### config.mk
export PLATFORM = sky130hd
export DESIGN_NAME = cbm_block_ops
export DESIGN_NICKNAME = d
export VERILOG_FILES = /design/src/cbm_pkg.sv /design/src/cbm_block_ops.sv
export SDC_FILE = /design/constraint.sdc
export NUM_CORES = 1
export LEC_CHECK = 0
export BUFFER_PORTS_ARGS = -buffer_cell sky130_fd_sc_hd__clkbuf_2
export CORE_MARGIN = 2
export CORE_UTILIZATION = 45
export DETAILED_ROUTE_END_ITERATION = 6
export GPL_TIMING_DRIVEN = 0
export PLACE_DENSITY = 0.78
export SLEW_MARGIN = 20
export SYNTH_ARGS = -nofsm -noshare
export SYNTH_HDL_FRONTEND = slang
export SYNTH_SLANG_ARGS = --single-unit
### constraint.sdc
create_clock -name pclk -period 2.1 [get_ports pclk]
set_input_delay 0.105 -clock pclk [delete_from_list [all_inputs] [get_ports pclk]]
set_output_delay 0.105 -clock pclk [all_outputs]
set_load 0.05 [all_outputs]
### src/cbm_pkg.sv
// ==========================================================
// Cache block management package
// ==========================================================
package cbm_pkg;

    // ==========================================================
    // Register map and reset values
    // ==========================================================
    localparam logic [7:0] CBM_OFF_ADDR = 8'h00;   // Effective address
    localparam logic [7:0] CBM_OFF_ATTR = 8'h04;   // Page attributes and checks
    localparam logic [7:0] CBM_OFF_CMD = 8'h08;    // Operation start
    localparam logic [7:0] CBM_OFF_STAT = 8'h0c;   // Status, done is write-one-clear
    localparam logic [31:0] CBM_ADDR_RESET = 32'h0000_0000;
    localparam logic [8:0] CBM_ATTR_RESET = 9'h000;
    localparam int CBM_ATTR_W = 9;
    localparam int CBM_BLOCK_BYTES = 32;           // Default block size

    // Status bit positions
    localparam int CBM_ST_BUSY = 0;
    localparam int CBM_ST_DONE = 1;
    localparam int CBM_ST_DSI = 2;
    localparam int CBM_ST_ALIGN = 3;
    localparam int CBM_ST_NOOP = 4;
    localparam int CBM_ST_WROTE = 5;
    localparam int CBM_ST_RCSTORE = 6;
    localparam int CBM_ST_W = 7;
    localparam logic [6:0] CBM_STAT_RESET = 7'h00;

    // ==========================================================
    // Operations and commands
    // ==========================================================
    typedef enum logic [2:0] {
        CBM_OP_TOUCH_LD = 3'h0,
        CBM_OP_TOUCH_ST = 3'h1,
        CBM_OP_ZERO = 3'h2,
        CBM_OP_STORE = 3'h3,
        CBM_OP_FLUSH = 3'h4,
        CBM_OP_ICBI = 3'h5,
        CBM_OP_ISYNC = 3'h6
    } cbm_op_type;
    localparam logic [2:0] CBM_OP_LAST = 3'h6;

    // Local data cache commands
    typedef enum logic [2:0] {
        CBM_DC_NONE = 3'h0,
        CBM_DC_LOOKUP = 3'h1,
        CBM_DC_PREFETCH = 3'h2,
        CBM_DC_ZERO = 3'h3,
        CBM_DC_ALLOC_ZERO = 3'h4,
        CBM_DC_CLEAN = 3'h5,
        CBM_DC_INV = 3'h6,
        CBM_DC_FLUSH = 3'h7
    } cbm_dc_cmd_type;

    // Broadcast commands to other processors
    typedef enum logic [2:0] {
        CBM_COH_NONE = 3'h0,
        CBM_COH_KILL = 3'h1,
        CBM_COH_CLEAN = 3'h2,
        CBM_COH_FLUSH = 3'h3,
        CBM_COH_ICINV = 3'h4
    } cbm_coh_cmd_type;

    // One-hot sequencer states
    typedef enum logic [7:0] {
        CBM_S_IDLE = 8'h01,
        CBM_S_ENTRY = 8'h02,
        CBM_S_LOOK = 8'h04,
        CBM_S_LOCAL = 8'h08,
        CBM_S_COH = 8'h10,
        CBM_S_MEM = 8'h20,
        CBM_S_SYNC = 8'h40,
        CBM_S_DONE = 8'h80
    } cbm_state_type;

    // ==========================================================
    // Carriers
    // ==========================================================
    typedef struct packed {
        logic align_mode;  // 1: inhibited or write-through zero raises alignment
        logic unified;     // Unified cache build
        logic store_ok;    // Translation allows stores
        logic load_ok;     // Translation allows loads
        logic xlate_ok;    // Translation found
        logic seg_type;    // Segment type bit, 1 is direct-store
        logic m;           // Coherency required
        logic i;           // Caching inhibited
        logic w;           // Write-through
    } cbm_attr_type;

    typedef struct packed {
        logic hit;
        logic modified;
    } cbm_dc_resp_type;

endpackage

### src/cbm_block_ops.sv
`timescale 1ns/1ps
module cbm_block_ops
    import cbm_pkg::*;
#(
    parameter int BLOCK_BYTES = CBM_BLOCK_BYTES,
    parameter bit PREFETCH_EN = 1'b1
)
(
    input wire logic pclk,
    input wire logic presetn,
    input wire logic psel,
    input wire logic penable,
    input wire logic pwrite,
    input wire logic [7:0] paddr,
    input wire logic [31:0] pwdata,
    output logic [31:0] prdata,
    output logic pready,
    output logic pslverr,
    input wire logic pipe_drained,
    output logic hold_issue,
    output logic fetch_discard,
    output logic [31:0] blk_addr,
    output logic dc_req,
    output cbm_dc_cmd_type dc_cmd,
    input wire logic dc_ack,
    input wire cbm_dc_resp_type dc_resp,
    output logic ic_inv_req,
    input wire logic ic_ack,
    output logic coh_req,
    output cbm_coh_cmd_type coh_cmd,
    input wire logic coh_ack,
    input wire logic coh_mod,
    output logic mem_zero_req,
    input wire logic mem_ack,
    output logic rc_rec,
    output logic rc_store
);

    // ==========================================================
    // Declarations
    // ==========================================================
    localparam logic [31:0] BLK_MASK = 32'(BLOCK_BYTES - 1);

    logic [31:0] addr_reg;         // Software effective address
    cbm_attr_type attr_reg;        // Software attributes
    logic [6:0] stat_reg;          // Status flags
    cbm_state_type state_reg;      // Sequencer state
    cbm_op_type op_reg;            // Operation in flight
    cbm_attr_type cur_attr_reg;    // Attributes frozen at start
    logic access;                  // Completing APB edge
    logic wr_fire;                 // Write takes effect
    logic start_cmd;               // Accepted operation start
    logic done_clr;                // Software clears done
    logic need_coh;                // Broadcast needed after local part
    cbm_coh_cmd_type coh_sel;      // Broadcast to issue
    logic mapped;                  // Address decodes
    logic [31:0] rdata_next;       // Read mux

    // ==========================================================
    // APB decode
    // ==========================================================
    // Completion happens on the second access cycle
    assign access = psel & penable & pready;
    assign wr_fire = access & pwrite;
    assign start_cmd = wr_fire & (paddr == CBM_OFF_CMD) & ~pslverr;
    assign done_clr = wr_fire & (paddr == CBM_OFF_STAT) & pwdata[CBM_ST_DONE];
    assign mapped = (paddr == CBM_OFF_ADDR) | (paddr == CBM_OFF_ATTR)
                  | (paddr == CBM_OFF_CMD) | (paddr == CBM_OFF_STAT);

    // Read data mux, unused bits read zero
    always_comb
    begin
        rdata_next = 32'h0000_0000;
        case (paddr)
            CBM_OFF_ADDR: rdata_next = addr_reg;
            CBM_OFF_ATTR: rdata_next = {23'h000000, attr_reg};
            CBM_OFF_CMD: rdata_next = {29'h00000000, op_reg};
            CBM_OFF_STAT: rdata_next = {25'h0000000, stat_reg};
            default: rdata_next = 32'h0000_0000;
        endcase
    end

    // One wait state so every bus output comes from a flop
    always_ff @(posedge pclk or negedge presetn)
    begin
        if (!presetn)
        begin
            pready <= 1'b0;
            prdata <= 32'h0000_0000;
            pslverr <= 1'b0;
        end
        else
        begin
            pready <= psel & penable & ~pready;
            if (psel & penable & ~pready)
            begin
                prdata <= pwrite ? 32'h0000_0000 : rdata_next;
                // Unmapped, start while busy, or unknown op is refused
                pslverr <= ~mapped
                         | (pwrite & (paddr == CBM_OFF_CMD)
                            & (stat_reg[CBM_ST_BUSY] | (pwdata[2:0] > CBM_OP_LAST)));
            end
            else
            begin
                pslverr <= 1'b0;
            end
        end
    end

    // ==========================================================
    // Software registers
    // ==========================================================
    // Address and attributes may change while busy; the sequencer froze its copy
    always_ff @(posedge pclk or negedge presetn)
    begin
        if (!presetn)
        begin
            addr_reg <= CBM_ADDR_RESET;
            attr_reg <= cbm_attr_type'(CBM_ATTR_RESET);
        end
        else if (wr_fire)
        begin
            if (paddr == CBM_OFF_ADDR)
            begin
                addr_reg <= pwdata;
            end
            if (paddr == CBM_OFF_ATTR)
            begin
                attr_reg <= cbm_attr_type'(pwdata[CBM_ATTR_W-1:0]);
            end
        end
    end

    // ==========================================================
    // Broadcast selection
    // ==========================================================
    // coherency attribute gates broadcast
    always_comb
    begin
        coh_sel = CBM_COH_NONE;
        case (op_reg)
            CBM_OP_ZERO: coh_sel = CBM_COH_KILL;
            CBM_OP_STORE: coh_sel = CBM_COH_CLEAN;
            CBM_OP_FLUSH: coh_sel = CBM_COH_FLUSH;
            CBM_OP_ICBI: coh_sel = CBM_COH_ICINV;
            default: coh_sel = CBM_COH_NONE;
        endcase
        need_coh = cur_attr_reg.m & (coh_sel != CBM_COH_NONE);
    end

    // ==========================================================
    // Sequencer
    // ==========================================================
    // Requests are one-cycle pulses; partners answer with one-cycle acks
    always_ff @(posedge pclk or negedge presetn)
    begin
        if (!presetn)
        begin
            state_reg <= CBM_S_IDLE;
            op_reg <= CBM_OP_TOUCH_LD;
            cur_attr_reg <= cbm_attr_type'(CBM_ATTR_RESET);
            stat_reg <= CBM_STAT_RESET;
            blk_addr <= 32'h0000_0000;
            dc_req <= 1'b0;
            dc_cmd <= CBM_DC_NONE;
            ic_inv_req <= 1'b0;
            coh_req <= 1'b0;
            coh_cmd <= CBM_COH_NONE;
            mem_zero_req <= 1'b0;
            rc_rec <= 1'b0;
            rc_store <= 1'b0;
            hold_issue <= 1'b0;
            fetch_discard <= 1'b0;
        end
        else
        begin
            dc_req <= 1'b0;
            ic_inv_req <= 1'b0;
            coh_req <= 1'b0;
            mem_zero_req <= 1'b0;
            rc_rec <= 1'b0;
            fetch_discard <= 1'b0;
            // Clear of done loses to a completion in the same cycle
            if (done_clr)
            begin
                stat_reg[CBM_ST_DONE] <= 1'b0;
            end
            case (state_reg)
                CBM_S_IDLE:
                begin
                    if (start_cmd)
                    begin
                        op_reg <= cbm_op_type'(pwdata[2:0]);
                        cur_attr_reg <= attr_reg;
                        blk_addr <= addr_reg & ~BLK_MASK;
                        stat_reg <= CBM_STAT_RESET;
                        stat_reg[CBM_ST_BUSY] <= 1'b1;
                        state_reg <= CBM_S_ENTRY;
                    end
                end
                CBM_S_ENTRY:
                begin
                    if (cur_attr_reg.seg_type)
                    begin
                        stat_reg[CBM_ST_NOOP] <= 1'b1;
                        state_reg <= CBM_S_DONE;
                    end
                    else
                    begin
                        case (op_reg)
                            CBM_OP_TOUCH_LD, CBM_OP_TOUCH_ST:
                            begin
                                if (!cur_attr_reg.xlate_ok || !cur_attr_reg.load_ok || !PREFETCH_EN)
                                begin
                                    stat_reg[CBM_ST_NOOP] <= 1'b1;
                                    state_reg <= CBM_S_DONE;
                                end
                                else
                                begin
                                    dc_req <= 1'b1;
                                    dc_cmd <= CBM_DC_PREFETCH;
                                    rc_rec <= 1'b1;
                                    rc_store <= 1'b0;
                                    state_reg <= CBM_S_LOCAL;
                                end
                            end
                            CBM_OP_ZERO:
                            begin
                                if (!cur_attr_reg.xlate_ok || !cur_attr_reg.store_ok)
                                begin
                                    stat_reg[CBM_ST_DSI] <= 1'b1;
                                    state_reg <= CBM_S_DONE;
                                end
                                else
                                begin
                                    rc_rec <= 1'b1;
                                    rc_store <= 1'b1;
                                    stat_reg[CBM_ST_RCSTORE] <= 1'b1;
                                    if (cur_attr_reg.i || cur_attr_reg.w)
                                    begin
                                        if (cur_attr_reg.align_mode)
                                        begin
                                            stat_reg[CBM_ST_ALIGN] <= 1'b1;
                                            state_reg <= CBM_S_DONE;
                                        end
                                        else
                                        begin
                                            mem_zero_req <= 1'b1;
                                            state_reg <= CBM_S_MEM;
                                        end
                                    end
                                    else
                                    begin
                                        dc_req <= 1'b1;
                                        dc_cmd <= CBM_DC_LOOKUP;
                                        state_reg <= CBM_S_LOOK;
                                    end
                                end
                            end
                            CBM_OP_STORE, CBM_OP_FLUSH:
                            begin
                                // W and I deliberately not consulted
                                rc_rec <= 1'b1;
                                rc_store <= 1'b0;
                                dc_req <= 1'b1;
                                dc_cmd <= CBM_DC_LOOKUP;
                                state_reg <= CBM_S_LOOK;
                            end
                            CBM_OP_ICBI:
                            begin
                                if (!cur_attr_reg.xlate_ok || !cur_attr_reg.load_ok)
                                begin
                                    stat_reg[CBM_ST_DSI] <= 1'b1;
                                    state_reg <= CBM_S_DONE;
                                end
                                else
                                begin
                                    rc_rec <= 1'b1;
                                    rc_store <= 1'b0;
                                    if (cur_attr_reg.unified)
                                    begin
                                        if (need_coh)
                                        begin
                                            coh_req <= 1'b1;
                                            coh_cmd <= coh_sel;
                                            state_reg <= CBM_S_COH;
                                        end
                                        else
                                        begin
                                            state_reg <= CBM_S_DONE;
                                        end
                                    end
                                    else
                                    begin
                                        ic_inv_req <= 1'b1;
                                        state_reg <= CBM_S_LOCAL;
                                    end
                                end
                            end
                            CBM_OP_ISYNC:
                            begin
                                hold_issue <= 1'b1;
                                state_reg <= CBM_S_SYNC;
                            end
                            default:
                            begin
                                state_reg <= CBM_S_DONE;
                            end
                        endcase
                    end
                end
                CBM_S_LOOK:
                begin
                    if (dc_ack)
                    begin
                        if (op_reg == CBM_OP_ZERO)
                        begin
                            // clear on hit, allocate without fetch on miss
                            dc_req <= 1'b1;
                            dc_cmd <= dc_resp.hit ? CBM_DC_ZERO : CBM_DC_ALLOC_ZERO;
                            state_reg <= CBM_S_LOCAL;
                        end
                        else if (dc_resp.hit && (dc_resp.modified || op_reg == CBM_OP_FLUSH))
                        begin
                            dc_req <= 1'b1;
                            stat_reg[CBM_ST_WROTE] <= dc_resp.modified;
                            if (op_reg == CBM_OP_STORE)
                            begin
                                dc_cmd <= CBM_DC_CLEAN;
                            end
                            else
                            begin
                                dc_cmd <= dc_resp.modified ? CBM_DC_FLUSH : CBM_DC_INV;
                            end
                            state_reg <= CBM_S_LOCAL;
                        end
                        // local miss takes no local action
                        else if (need_coh)
                        begin
                            coh_req <= 1'b1;
                            coh_cmd <= coh_sel;
                            state_reg <= CBM_S_COH;
                        end
                        else
                        begin
                            state_reg <= CBM_S_DONE;
                        end
                    end
                end
                CBM_S_LOCAL:
                begin
                    if (dc_ack || ic_ack)
                    begin
                        if (need_coh)
                        begin
                            coh_req <= 1'b1;
                            coh_cmd <= coh_sel;
                            state_reg <= CBM_S_COH;
                        end
                        else
                        begin
                            state_reg <= CBM_S_DONE;
                        end
                    end
                end
                CBM_S_COH:
                begin
                    // remote modified holder reports its write-back
                    if (coh_ack)
                    begin
                        if (coh_mod)
                        begin
                            stat_reg[CBM_ST_WROTE] <= 1'b1;
                        end
                        state_reg <= CBM_S_DONE;
                    end
                end
                CBM_S_MEM:
                begin
                    if (mem_ack)
                    begin
                        state_reg <= CBM_S_DONE;
                    end
                end
                CBM_S_SYNC:
                begin
                    // wait for drain, then discard prefetched
                    if (pipe_drained)
                    begin
                        fetch_discard <= 1'b1;
                        state_reg <= CBM_S_DONE;
                    end
                end
                CBM_S_DONE:
                begin
                    hold_issue <= 1'b0;
                    stat_reg[CBM_ST_BUSY] <= 1'b0;
                    stat_reg[CBM_ST_DONE] <= 1'b1;
                    state_reg <= CBM_S_IDLE;
                end
                default:
                begin
                    state_reg <= CBM_S_IDLE;
                end
            endcase
        end
    end

endmodule

**Word-level counts from Yosys, hierarchy flattened**

Cells that the tools add are included.

- Input bits: 53
- Register bits after elaboration: 143
- Word-level logic and storage cells: 256

- Equality and inequality tests: 48
- Muxes and demuxes: 109
- Bitwise logic cells: 20
- $lt $le $gt $ge: 1
- Reductions and logical operators: 36

Operators by type and width:

| kind | count |
|---|---|
| $mux 8 | 16 |
| $pmux 32 s4 | 1 |
| $pmux 8 s7 | 1 |
| $mux 1 | 54 |
| $mux 3 | 17 |
| $pmux 8 s5 | 1 |
| $ne 2x2->1 const B | 19 |
| $mux 32 | 1 |
| $eq 8x4->1 const B | 3 |
| $ne 3x3->1 const B | 7 |
| $pmux 3 s3 | 2 |
| $eq 8x3->1 const B | 2 |
| $pmux 1 s3 | 5 |
| $reduce_and 7->1 | 2 |
| $pmux 3 s2 | 2 |
| $pmux 3 s4 | 1 |
| $reduce_and 6->1 | 2 |
| $reduce_bool 3->1 | 4 |
| $and 1x1->1 | 11 |
| $reduce_and 5->1 | 2 |
| $eq 3x3->1 const B | 3 |
| $reduce_and 9->1 | 1 |
| $eq 8x1->1 const B | 1 |
| $eq 8x2->1 const B | 1 |
| other kinds (28) | 55 |

**Logic depth before layout (Yosys ltp)**

Gate-level depths: netlist (run 1).

- Depth in word-level cells: 10
- Gate-level depth with buffers: 7
- Gate-level depth less buffers: 5

**Worst setup path before layout (run 1)**

Ideal clock, no wire load.

- Path type: register to register
- From: register pready
- To: register attr_reg[0] in the netlist's numbering
- Stages on the path, launching flop included: 5
- Slack: 192 ps
- Arrival: 1,783 ps
- Library setup time: 125 ps
- Clock period less this slack: 1,908 ps
- Required time: 1,975 ps
- Path buffers: 0
- Cells stage by stage: dfrtp_1 -> and4_1 -> nand2_1 -> nor3_2 -> mux2_2

- Cells in the longest elaborated chain, start to end: 3

RTL lines:

| what | line | source |
|---|---|---|
| start, declared | cbm_block_ops.sv:17 | `output logic pready,` |
| start signal, assigned | cbm_block_ops.sv:94 | `pready <= psel & penable & ~pready;` |
| $and 1x1->1 | cbm_block_ops.sv:63 | `assign access = psel & penable & pready;` |
| $and 1x1->1 | cbm_block_ops.sv:64 | `assign wr_fire = access & pwrite;` |
| $reduce_and 2->1 (no line) | - |  |
| end signal, assigned | cbm_block_ops.sv:119 | `attr_reg <= cbm_attr_type'(CBM_ATTR_RESET);` |
| end signal, assigned | cbm_block_ops.sv:129 | `attr_reg <= cbm_attr_type'(pwdata[CBM_ATTR_W-1:0]);` |
| end, declared | cbm_block_ops.sv:45 | `cbm_attr_type attr_reg;` |

No other way between the ends.
A chain may end at the register's enable or synchronous reset.

**Final worst setup path (run 1)**

- From: register state_reg[6]
- To: register dc_cmd[0]

- Cells in the longest elaborated chain, start to end: 3

RTL lines:

| what | line | source |
|---|---|---|
| start, declared | cbm_block_ops.sv:47 | `cbm_state_type state_reg;` |
| start signal, assigned | cbm_block_ops.sv:159 | `state_reg <= CBM_S_IDLE;` |
| start signal, assigned | cbm_block_ops.sv:198 | `state_reg <= CBM_S_ENTRY;` |
| start signal, assigned | cbm_block_ops.sv:206 | `state_reg <= CBM_S_DONE;` |
| $eq 8x2->1 or $eq 8x3->1 (tied branches) | cbm_block_ops.sv:188 | `case (state_reg)` |
| $ne 4x2->1 (no line), or another cell as far along | - |  |
| $reduce_and 8->1 (no line) | - |  |
| end signal, assigned | cbm_block_ops.sv:320 | `dc_cmd <= dc_resp.hit ? CBM_DC_ZERO : CBM_DC_ALLOC_ZERO;` |
| end signal, assigned | cbm_block_ops.sv:333 | `dc_cmd <= dc_resp.modified ? CBM_DC_FLUSH : CBM_DC_INV;` |
| end, declared | cbm_block_ops.sv:24 | `output cbm_dc_cmd_type dc_cmd,` |

Parallel ways exist; a longest one is shown, timed or not.

==> results of run 1 <==
per-stage QoR:
stage	area, um^2	utilization (%)	setup WS (ns)
2_1_floorplan	6245	-	0.1922
3_3_place_gp	7096	52.95	-1.266
3_5_place_dp	7132	53.22	-0.1840
4_1_cts	8175	61.01	-0.006657
5_1_grt	8310	62.02	-0.07047
6_report	8310	62.02	0.04156
worst paths after layout:
check,from,depth (start not counted),end
min,pwrite,2,prdata[4]$_DFFE_PN0P_
max reg2reg,state_reg[6]$_DFFE_PN0P_,7,dc_cmd[0]$_DFFE_PN0P_
min reg2reg,blk_addr[5]$_DFFE_PN0P_,2,blk_addr[5]$_DFFE_PN0P_
min in group asynchronous,presetn,2,coh_req$_DFF_PN0_
max,state_reg[6]$_DFFE_PN0P_,7,dc_cmd[0]$_DFFE_PN0P_
max in group asynchronous,presetn,3,op_reg[1]$_DFFE_PN0P_
layout make-up:
type                            count  area share [%]
Buffer                             31           2.379
Inverter                           10          0.4517
Timing Repair Buffer              174           13.35
Tap cell                          176           2.650
Multi-Input combinational cell    385           30.47
Sequential cell                   143           43.12
Clock inverter                     12           2.198
Clock buffer                       20           5.375
worst max-delay path, cell delays in order, from the launching register on:
cell and delay, ns:
dfrtp_2 0.43, nor4_4 0.40, buf_4 0.19, buf_8 0.13, nand3_4 0.10, o31ai_2 0.26, o221ai_1 0.16, mux2_2 0.28
timing repair:
action                                  4_1_cts  5_1_grt
endpoints found under the setup margin       48       48
resized for setup                             8       24
hold endpoints to repair                    102        0
buffers inserted                              3        8
pin swaps                                     3        3
hold buffers                                 36        0
cloned                                        0        0
per-layer routing:
layer  GRT usage [%]  routed length [um]
met5               0                   0
met4           8.190                 314
met3           7.444                1058
met2           39.19                8752
met1           30.00                6932
cells in the final DEF, fill, tap and decap left out, drive strengths merged, types with 6 or more instances in the layout:
master | Yosys | routed
nor4 | 7 | 7
nand2 | 145 | 145
inv | 10 | 13
nand2b | 6 | 6
nand3 | 9 | 9
mux2 | 52 | 52
dlygate4sd3 | 0 | 36
mux2i | 6 | 6
a21oi | 13 | 13
o21ai | 10 | 10
nor2 | 23 | 23
a22o | 24 | 24
buf | 23 | 34
dfrtp | 142 | 142
clkbuf | 9 | 155
cells by family (layout without fill, tap and decap cells):
logic type / Yosys count / after routing
muxes: 58 / 58
AOI/OAI and AO/OA: 92 / 92
xor gates and xnor gates: 2 / 2
buffers and inverters: 42 / 247
DFF: 143 / 143
and+or+nand+nor: 228 / 228
other: 1 / 5
power by group:
| part | internal (uW) | total, uW | switching, uW |
|---|---|---|---|
| Combinational | 317 | 837 | 520 |
| Sequential | 2830 | 2900 | 69.4 |
| Clock | 2030 | 3210 | 1180 |
| Total | 5180 | 6950 | 1770 |
==> flow_summary.ini, run 1 <==
[outcome]
outcome = finished with violations
violations = design-rule violations

[critical_path]
worstSetupPathType = register to register
crit_arrival_ns = 2.36
path_max_fanout = 10
required_ns = 2.40
worst_setup_path_start_kind = register
r2r_setup_slack_ns = 0.04
cp-end-kind = register

[cells_and_area]
layout.nets = 815
drive_gt1_share_pct = 35.10
seq_area_um2 = 3583
syn_to_final_growth_pct = 33.40
multi_input_area_um2 = 2532
fin_cells = 951
antennaDiodeCount = 0
fill_cells = 1083

[clock_tree]
root_buffer = clkbuf_16
cts_tree = done
clk_latency_ns = 0.43
cts_inserted_buffers = 17
cts.sinks = 143
clock_path_buffers = 2
clkTransAtPathRegs_ns = 0.06
htree_levels = 4

[yosys]
yosys_warnings = 0
synth.avg_cell_area_um2 = 11.01
synth-seq-cells = 143
yosysTopAreaCell = dfrtp_1
post-synth-top-count-cell = nand2_1
synth_area_um2 = 6230
synth_xor_area_share_pct = 0.2812
synthSimpleGateAreaFrac_pct = 17.47
synth_cells = 566
synth_top_area_share_pct = 57.04
synthMuxAreaShare_pct = 10.36
synth-compound-area-share_pct = 11.07
synth_common_cells = nand2_1, dfrtp_1, mux2_2
synth_flop_cell = dfrtp_1
synth_edf_count = 0
synth_adder_area_share_pct = 0
synthTopCellsByArea = dfrtp_1, mux2_2, nand2_1, a22o_1, nor2_1
yosysSeqAreaShare_pct = 57.46
synth_top_family_by_area = simple AND/OR/NAND/NOR gates
synthArstFlopShare_pct = 100.0
synthDistinctLibCells = 64

[timing]
finalHoldViolations = 0
rsz0062_at_grt = yes
setup_tns_ns = 0
skew_ns = 0.01285
worst_pin_slew_ns = 0.7879
fin_crit_sh_pct = 98.02
slew_headroom_pct = 47.18
fmax_mhz = 485.8
post-route-min-period_ns = 2.058
finalMaxSlewViolations = 0
holdWs_ns = 0.02771
setup_viol = 0

[routing]
routed_via_density = 5.457
drc_errors = 1
drtAntennaViolNets = 0
routedWlPerCell_um = 17.94
wirelength_mm = 17.06
drt_iter0_markers = 382
dr.pass1.iters = 7
route.vias.total = 5190

[power]
p_leak_uw = 0.004325
vdd_drop_max_mv = 0.5013
power_density_nw_per_um2 = 836.4
total_power_uw = 6951

[die]
die_w_um = 121.7
ios = 133
coreArea_um2 = 13400
initial_core_util_pct = 46.49
dieArea_um2 = 14800
die_h_um = 121.7
num_rows = 42

[place]
hpwl_mm = 11.42
numPortBuffers = 126
gp_congestion = 0.8771
place_inst = 873

[global_routing]
grt_pass1_vias = 5247
grt_pass1_wl_mm = 27.10
grt-ovfl-total = 0
track_usage_pct = 23.83
antenna_found_initial = 0
grt_max_degree = 89

[min_path]
holdCritPathClass = input port to register

[job]
maxCapViolations = 0
Note: power is estimated with default switching activity, not from simulation.
==> run 2, diff against run 1 <==
--- a/config.mk
+++ b/config.mk
@@ -6,11 +6,13 @@
 export NUM_CORES = 1
 export LEC_CHECK = 0
 export BUFFER_PORTS_ARGS = -buffer_cell sky130_fd_sc_hd__clkbuf_2
+export CELL_PAD_IN_SITES_DETAIL_PLACEMENT = 1
+export CELL_PAD_IN_SITES_GLOBAL_PLACEMENT = 2
 export CORE_MARGIN = 2
-export CORE_UTILIZATION = 45
+export CORE_UTILIZATION = 35
 export DETAILED_ROUTE_END_ITERATION = 6
 export GPL_TIMING_DRIVEN = 0
-export PLACE_DENSITY = 0.78
+export PLACE_DENSITY = 0.9
 export SLEW_MARGIN = 20
 export SYNTH_ARGS = -nofsm -noshare
 export SYNTH_HDL_FRONTEND = slang
==> flow_summary.ini, run 2 (synthesis gave the netlist of run 1 again) <==
[critical_path]
worst_setup_path_start_kind = register
crit_arrival_ns = 2.43
worstSetupPathType = register to register
required_ns = 2.41
path_max_fanout = 10
cp-end-kind = register
r2r_setup_slack_ns = -0.02

[routing]
drt_iter0_markers = 366
drc_errors = 0
routedWlPerCell_um = 18.82
wirelength_mm = 18.72
drtAntennaViolNets = 0
dr.pass1.iters = 4
routed_via_density = 5.174
route.vias.total = 5148

[power]
p_switching_uw = 1950
p_leak_uw = 0.004297
p_comb_share_pct = 12.7
vdd_drop_max_mv = 0.5500
cell_internal_pwr_uw = 4867
power_density_nw_per_um2 = 820.7
p_sw_share_pct = 28.61
pwr-share-seq_pct = 42.6
p_clk_share_pct = 44.8

[global_routing]
grt_pass1_vias = 5506
grt_pass1_wl_mm = 29.50
grt_max_degree = 85
grt-ovfl-total = 0
antenna_found_initial = 0
track_usage_pct = 20.44

[die]
die_h_um = 137.4
ios = 133
initial_core_util_pct = 35.89
die_w_um = 137.4
dieArea_um2 = 18880
coreArea_um2 = 17360
num_rows = 48

[timing]
worst_pin_slew_ns = 0.8468
post-route-min-period_ns = 2.118
slew_headroom_pct = 43.24
holdWs_ns = 0.03718
fin_crit_sh_pct = 100.9
rsz0062_at_grt = yes
setup_ws_ns = -0.01818
finalHoldViolations = 0
skew_ns = 0.008059
finalMaxSlewViolations = 0
fmax_mhz = 472.1
setup_viol = 1

[clock_tree]
root_buffer = clkbuf_16
htree_levels = 4
cts.sinks = 143
cts_inserted_buffers = 17
cts_tree = done
clk_latency_ns = 0.42
clkTransAtPathRegs_ns = 0.07
clock_path_buffers = 2

[cells_and_area]
multi_input_area_um2 = 2551
layout.nets = 810
fin_area_um2 = 8307
seq_area_um2 = 3581
fill_cells = 1901
syn_to_final_growth_pct = 33.34
antennaDiodeCount = 0
drive_gt1_share_pct = 34.55
final_core_util_pct = 47.86
final_cell_mix = nand2_1, dfrtp_1, clkbuf_2
fin_cells = 995
final_common_cell = nand2_1

[job]
maxCapViolations = 0

[outcome]
violations = negative setup slack
outcome = finished with violations

[place]
place_inst = 922
hpwl_mm = 13.00
placed_area_um2 = 7193
numPortBuffers = 126
gp_congestion = 0.8329

[min_path]
holdCritPathClass = input port to register
[run 2: area by class of cell]
type,instances,area share [%]
clock inverter,14,1.988
inverter,10,0.4519
multi-input combinational,385,30.71
clock buffer,18,5.287
tap,225,3.389
buffer,31,2.154
timing repair buffer,169,12.91
sequential,143,43.11
[run 2: worst paths after layout]
path	startpoint	endpoint	cells after the start
worst max-delay path	state_reg[0]$_DFFE_PN1P_	blk_addr[7]$_DFFE_PN0P_	7
worst min-delay path	dc_resp[1]	dc_cmd[2]$_DFFE_PN0P_	3
worst max register to register	state_reg[0]$_DFFE_PN1P_	blk_addr[7]$_DFFE_PN0P_	7
worst min register to register	blk_addr[24]$_DFFE_PN0P_	blk_addr[24]$_DFFE_PN0P_	2
max in group asynchronous	presetn	prdata[0]$_DFFE_PN0P_	3
min in group asynchronous	presetn	fetch_discard$_DFF_PN0_	2
[run 2: what timing repair did]
action | CTS | global route
setup buffers | 4 | 2
endpoints found under the setup margin | 52 | 53
endpoints found under the hold margin | 103 | 0
gates resized for setup | 8 | 21
pin swaps | 2 | 0
hold buffers | 36 | 0
[run 2: stage by stage]
step                      TNS (ns)  setup WS (ns)  power [uW]
final                     -0.01818       -0.01818        6818
after global routing        -1.463       -0.07681        7070
after global placement     -198.43         -1.370        3639
after CTS                        0        0.01571        6821
after floorplan                  0         0.1922        3391
after detailed placement    -10.99        -0.2638        3687
[run 2: metal layers]
layer  vias up  share of wire (%)  global-route usage, %
met2       139                 51                  34.96
met5         -                  0                      0
met4         0                1.2                  5.040
met3        17                5.9                  6.034
met1      2626                 42                  25.37
li1       2366                  -                      -
[run 2: critical path, stage by stage (launching register included)]
cell and delay [ns]:
dfstp_2 0.59, nor2b_1 0.31, nand3_4 0.15, or4_4 0.44, buf_2 0.17, buf_4 0.19, nand2_1 0.09, nand2_1 0.07
[run 2: power by group through the flow]
stage,clock (uW),sequential (uW),combinational (uW)
after floorplan,0,3030,365
after global placement,0,2940,701
after detailed placement,0,2950,742
after CTS,3110,2900,814
after global routing,3220,2910,940
final,3050,2900,863
==> run 3, diff against run 2 <==
--- a/config.mk
+++ b/config.mk
@@ -8,6 +8,7 @@
 export BUFFER_PORTS_ARGS = -buffer_cell sky130_fd_sc_hd__clkbuf_2
 export CELL_PAD_IN_SITES_DETAIL_PLACEMENT = 1
 export CELL_PAD_IN_SITES_GLOBAL_PLACEMENT = 2
+export CORE_ASPECT_RATIO = 0.8
 export CORE_MARGIN = 2
 export CORE_UTILIZATION = 35
 export DETAILED_ROUTE_END_ITERATION = 6
==> flow_summary.ini, run 3 (synthesis gave the netlist of run 1 again) <==
[timing]
skew_ns = 0.01714
slew_headroom_pct = 46.22
rsz0062_at_grt = yes
setup_ws_ns = 0.08290
worst_pin_slew_ns = 0.8024
finalHoldViolations = 0
fmax_mhz = 495.8
fin_crit_sh_pct = 96.05
post-route-min-period_ns = 2.017
finalMaxSlewViolations = 0
setup_viol = 0

[clock_tree]
clk_latency_ns = 0.44
root_buffer = clkbuf_16
htree_levels = 4
cts_inserted_buffers = 17
cts.sinks = 143
cts_tree = done
clkTransAtPathRegs_ns = 0.06
clock_path_buffers = 2

[global_routing]
antenna_found_initial = 0
grt-ovfl-total = 0
track_usage_pct = 20.95
grt_max_degree = 74
grt_pass1_vias = 5498
grt_pass1_wl_mm = 30.46

[job]
maxCapViolations = 0

[power]
pwr-share-seq_pct = 40.9
vdd_drop_max_mv = 0.4700
power_density_nw_per_um2 = 851.9
p_switching_uw = 1945
p_leak_uw = 0.004321
cell_internal_pwr_uw = 5170
p_sw_share_pct = 27.33
total_power_uw = 7115
p_comb_share_pct = 11.9
p_clk_share_pct = 47.2

[cells_and_area]
syn_to_final_growth_pct = 34.06
drive_gt1_share_pct = 34.55
final_common_cell = nand2_1
fill_cells = 1912
layout.nets = 810
antennaDiodeCount = 0
fin_area_um2 = 8352
final_cell_mix = nand2_1, dfrtp_1, clkbuf_2

[routing]
dr.pass1.iters = 6
routed_via_density = 5.252
route.vias.total = 5226
drt_iter0_markers = 195
routedWlPerCell_um = 19.36
wirelength_mm = 19.27
drc_errors = 0
drtAntennaViolNets = 0

[die]
ios = 133
dieArea_um2 = 18890
die_h_um = 123.3
initial_core_util_pct = 35.85
num_rows = 43
die_w_um = 153.2
coreArea_um2 = 17380

[critical_path]
worstReg2RegStart = state_reg[6]$_DFFE_PN0P_
cp-startpoint = state_reg[6]$_DFFE_PN0P_
r2r_setup_slack_ns = 0.08
worstSetupPathType = register to register
crit_arrival_ns = 2.33
cp-end-kind = register
path_max_fanout = 10
r2r_cells = 7
critPathCapture = stat_reg[2]$_DFFE_PN0P_
worst_setup_path_start_kind = register
r2r-end = stat_reg[2]$_DFFE_PN0P_
required_ns = 2.41

[place]
hpwl_mm = 13.40
pre_cts_ws_ns = -0.1853
gp_congestion = 0.8435
numPortBuffers = 126
placed_area_um2 = 7193

[min_path]
min_delay_path_depth = 3
holdCritPathClass = input port to register

[outcome]
outcome = complete, no violations
-- run 3: changes by cell type in the layout (fill, tap and decap cells not counted), moves of 2 or more --
cell / delta
buf_4: -5
buf_6: +5
bufinv_16: +3
clkinv_4: -2
clkinv_8: -2
nor4_2: -2
-- run 3: worst min-delay path by stage --
stage,start,endpoint
6_report,dc_resp[0],stat_reg[5]$_DFFE_PN0P_
5_1_grt,dc_resp[0],stat_reg[5]$_DFFE_PN0P_
4_1_cts,dc_resp[0],stat_reg[5]$_DFFE_PN0P_
3_5_place_dp,presetn,fetch_discard$_DFF_PN0_
3_3_place_gp,pwdata[15],addr_reg[15]$_DFFE_PN0P_
2_1_floorplan,presetn,addr_reg[0]$_DFFE_PN0P_
-- run 3: worst max-delay path: stages, from the launching register on --
cell and delay, ns:
dfrtp_1 0.43, nor4_4 0.27, buf_4 0.19, nand3_4 0.11
or4_4 0.43, buf_6 0.15, buf_6 0.14, a21o_1 0.17
-- run 3: per-stage QoR --
| step | instances | hold slack [ns] | setup TNS [ns] | utilization [%] |
|---|---|---|---|---|
| floorplan | 570 | -0.1906 | 0 | - |
| global placement | 921 | 0.3398 | -208.68 | 41.18 |
| detailed placement | 922 | 0.1730 | -5.987 | 41.39 |
| CTS | 994 | 0.04464 | 0 | 47.62 |
| global route | 995 | 0.04886 | -0.1937 | 48.06 |
| finish | 995 | 0.05654 | 0 | 48.06 |
-- run 3: power groups by stage --
stage               clock network (uW)  logic (uW)  registers (uW)
floorplan                            0         365            3030
finish                            3360         849            2910
CTS                               3400         828            2900
global route                      3530         915            2910
global placement                     0         700            2940
detailed placement                   0         741            2940
-- run 3: layout make-up --
| class | count | area (um^2) | share of cell area (%) |
|---|---|---|---|
| clock buffer | 17 | 425.4 | 5.094 |
| inverter | 10 | 37.54 | 0.4494 |
| sequential | 143 | 3582 | 42.89 |
| buffer | 31 | 197.7 | 2.367 |
| multi-input combinational | 385 | 2531 | 30.31 |
| tap | 225 | 281.5 | 3.371 |
| timing repair buffer | 169 | 1075 | 12.87 |
| clock inverter | 15 | 221.5 | 2.652 |
-- run 3: repair_timing --
action,CTS,global route
pin swaps,4,1
resized for setup,12,19
hold endpoints to repair,115,0
hold buffers,37,0
buffers inserted,3,2
endpoints found under the setup margin,54,51
-- run 3: per-layer routing --
metal | up-vias | global-route usage (%) | routed length (um)
met5 | - | 0 | 0
met4 | 0 | 6.597 | 331
met3 | 29 | 5.223 | 953
met2 | 149 | 34.60 | 9390
met1 | 2675 | 27.42 | 8591
li1 | 2373 | - | -
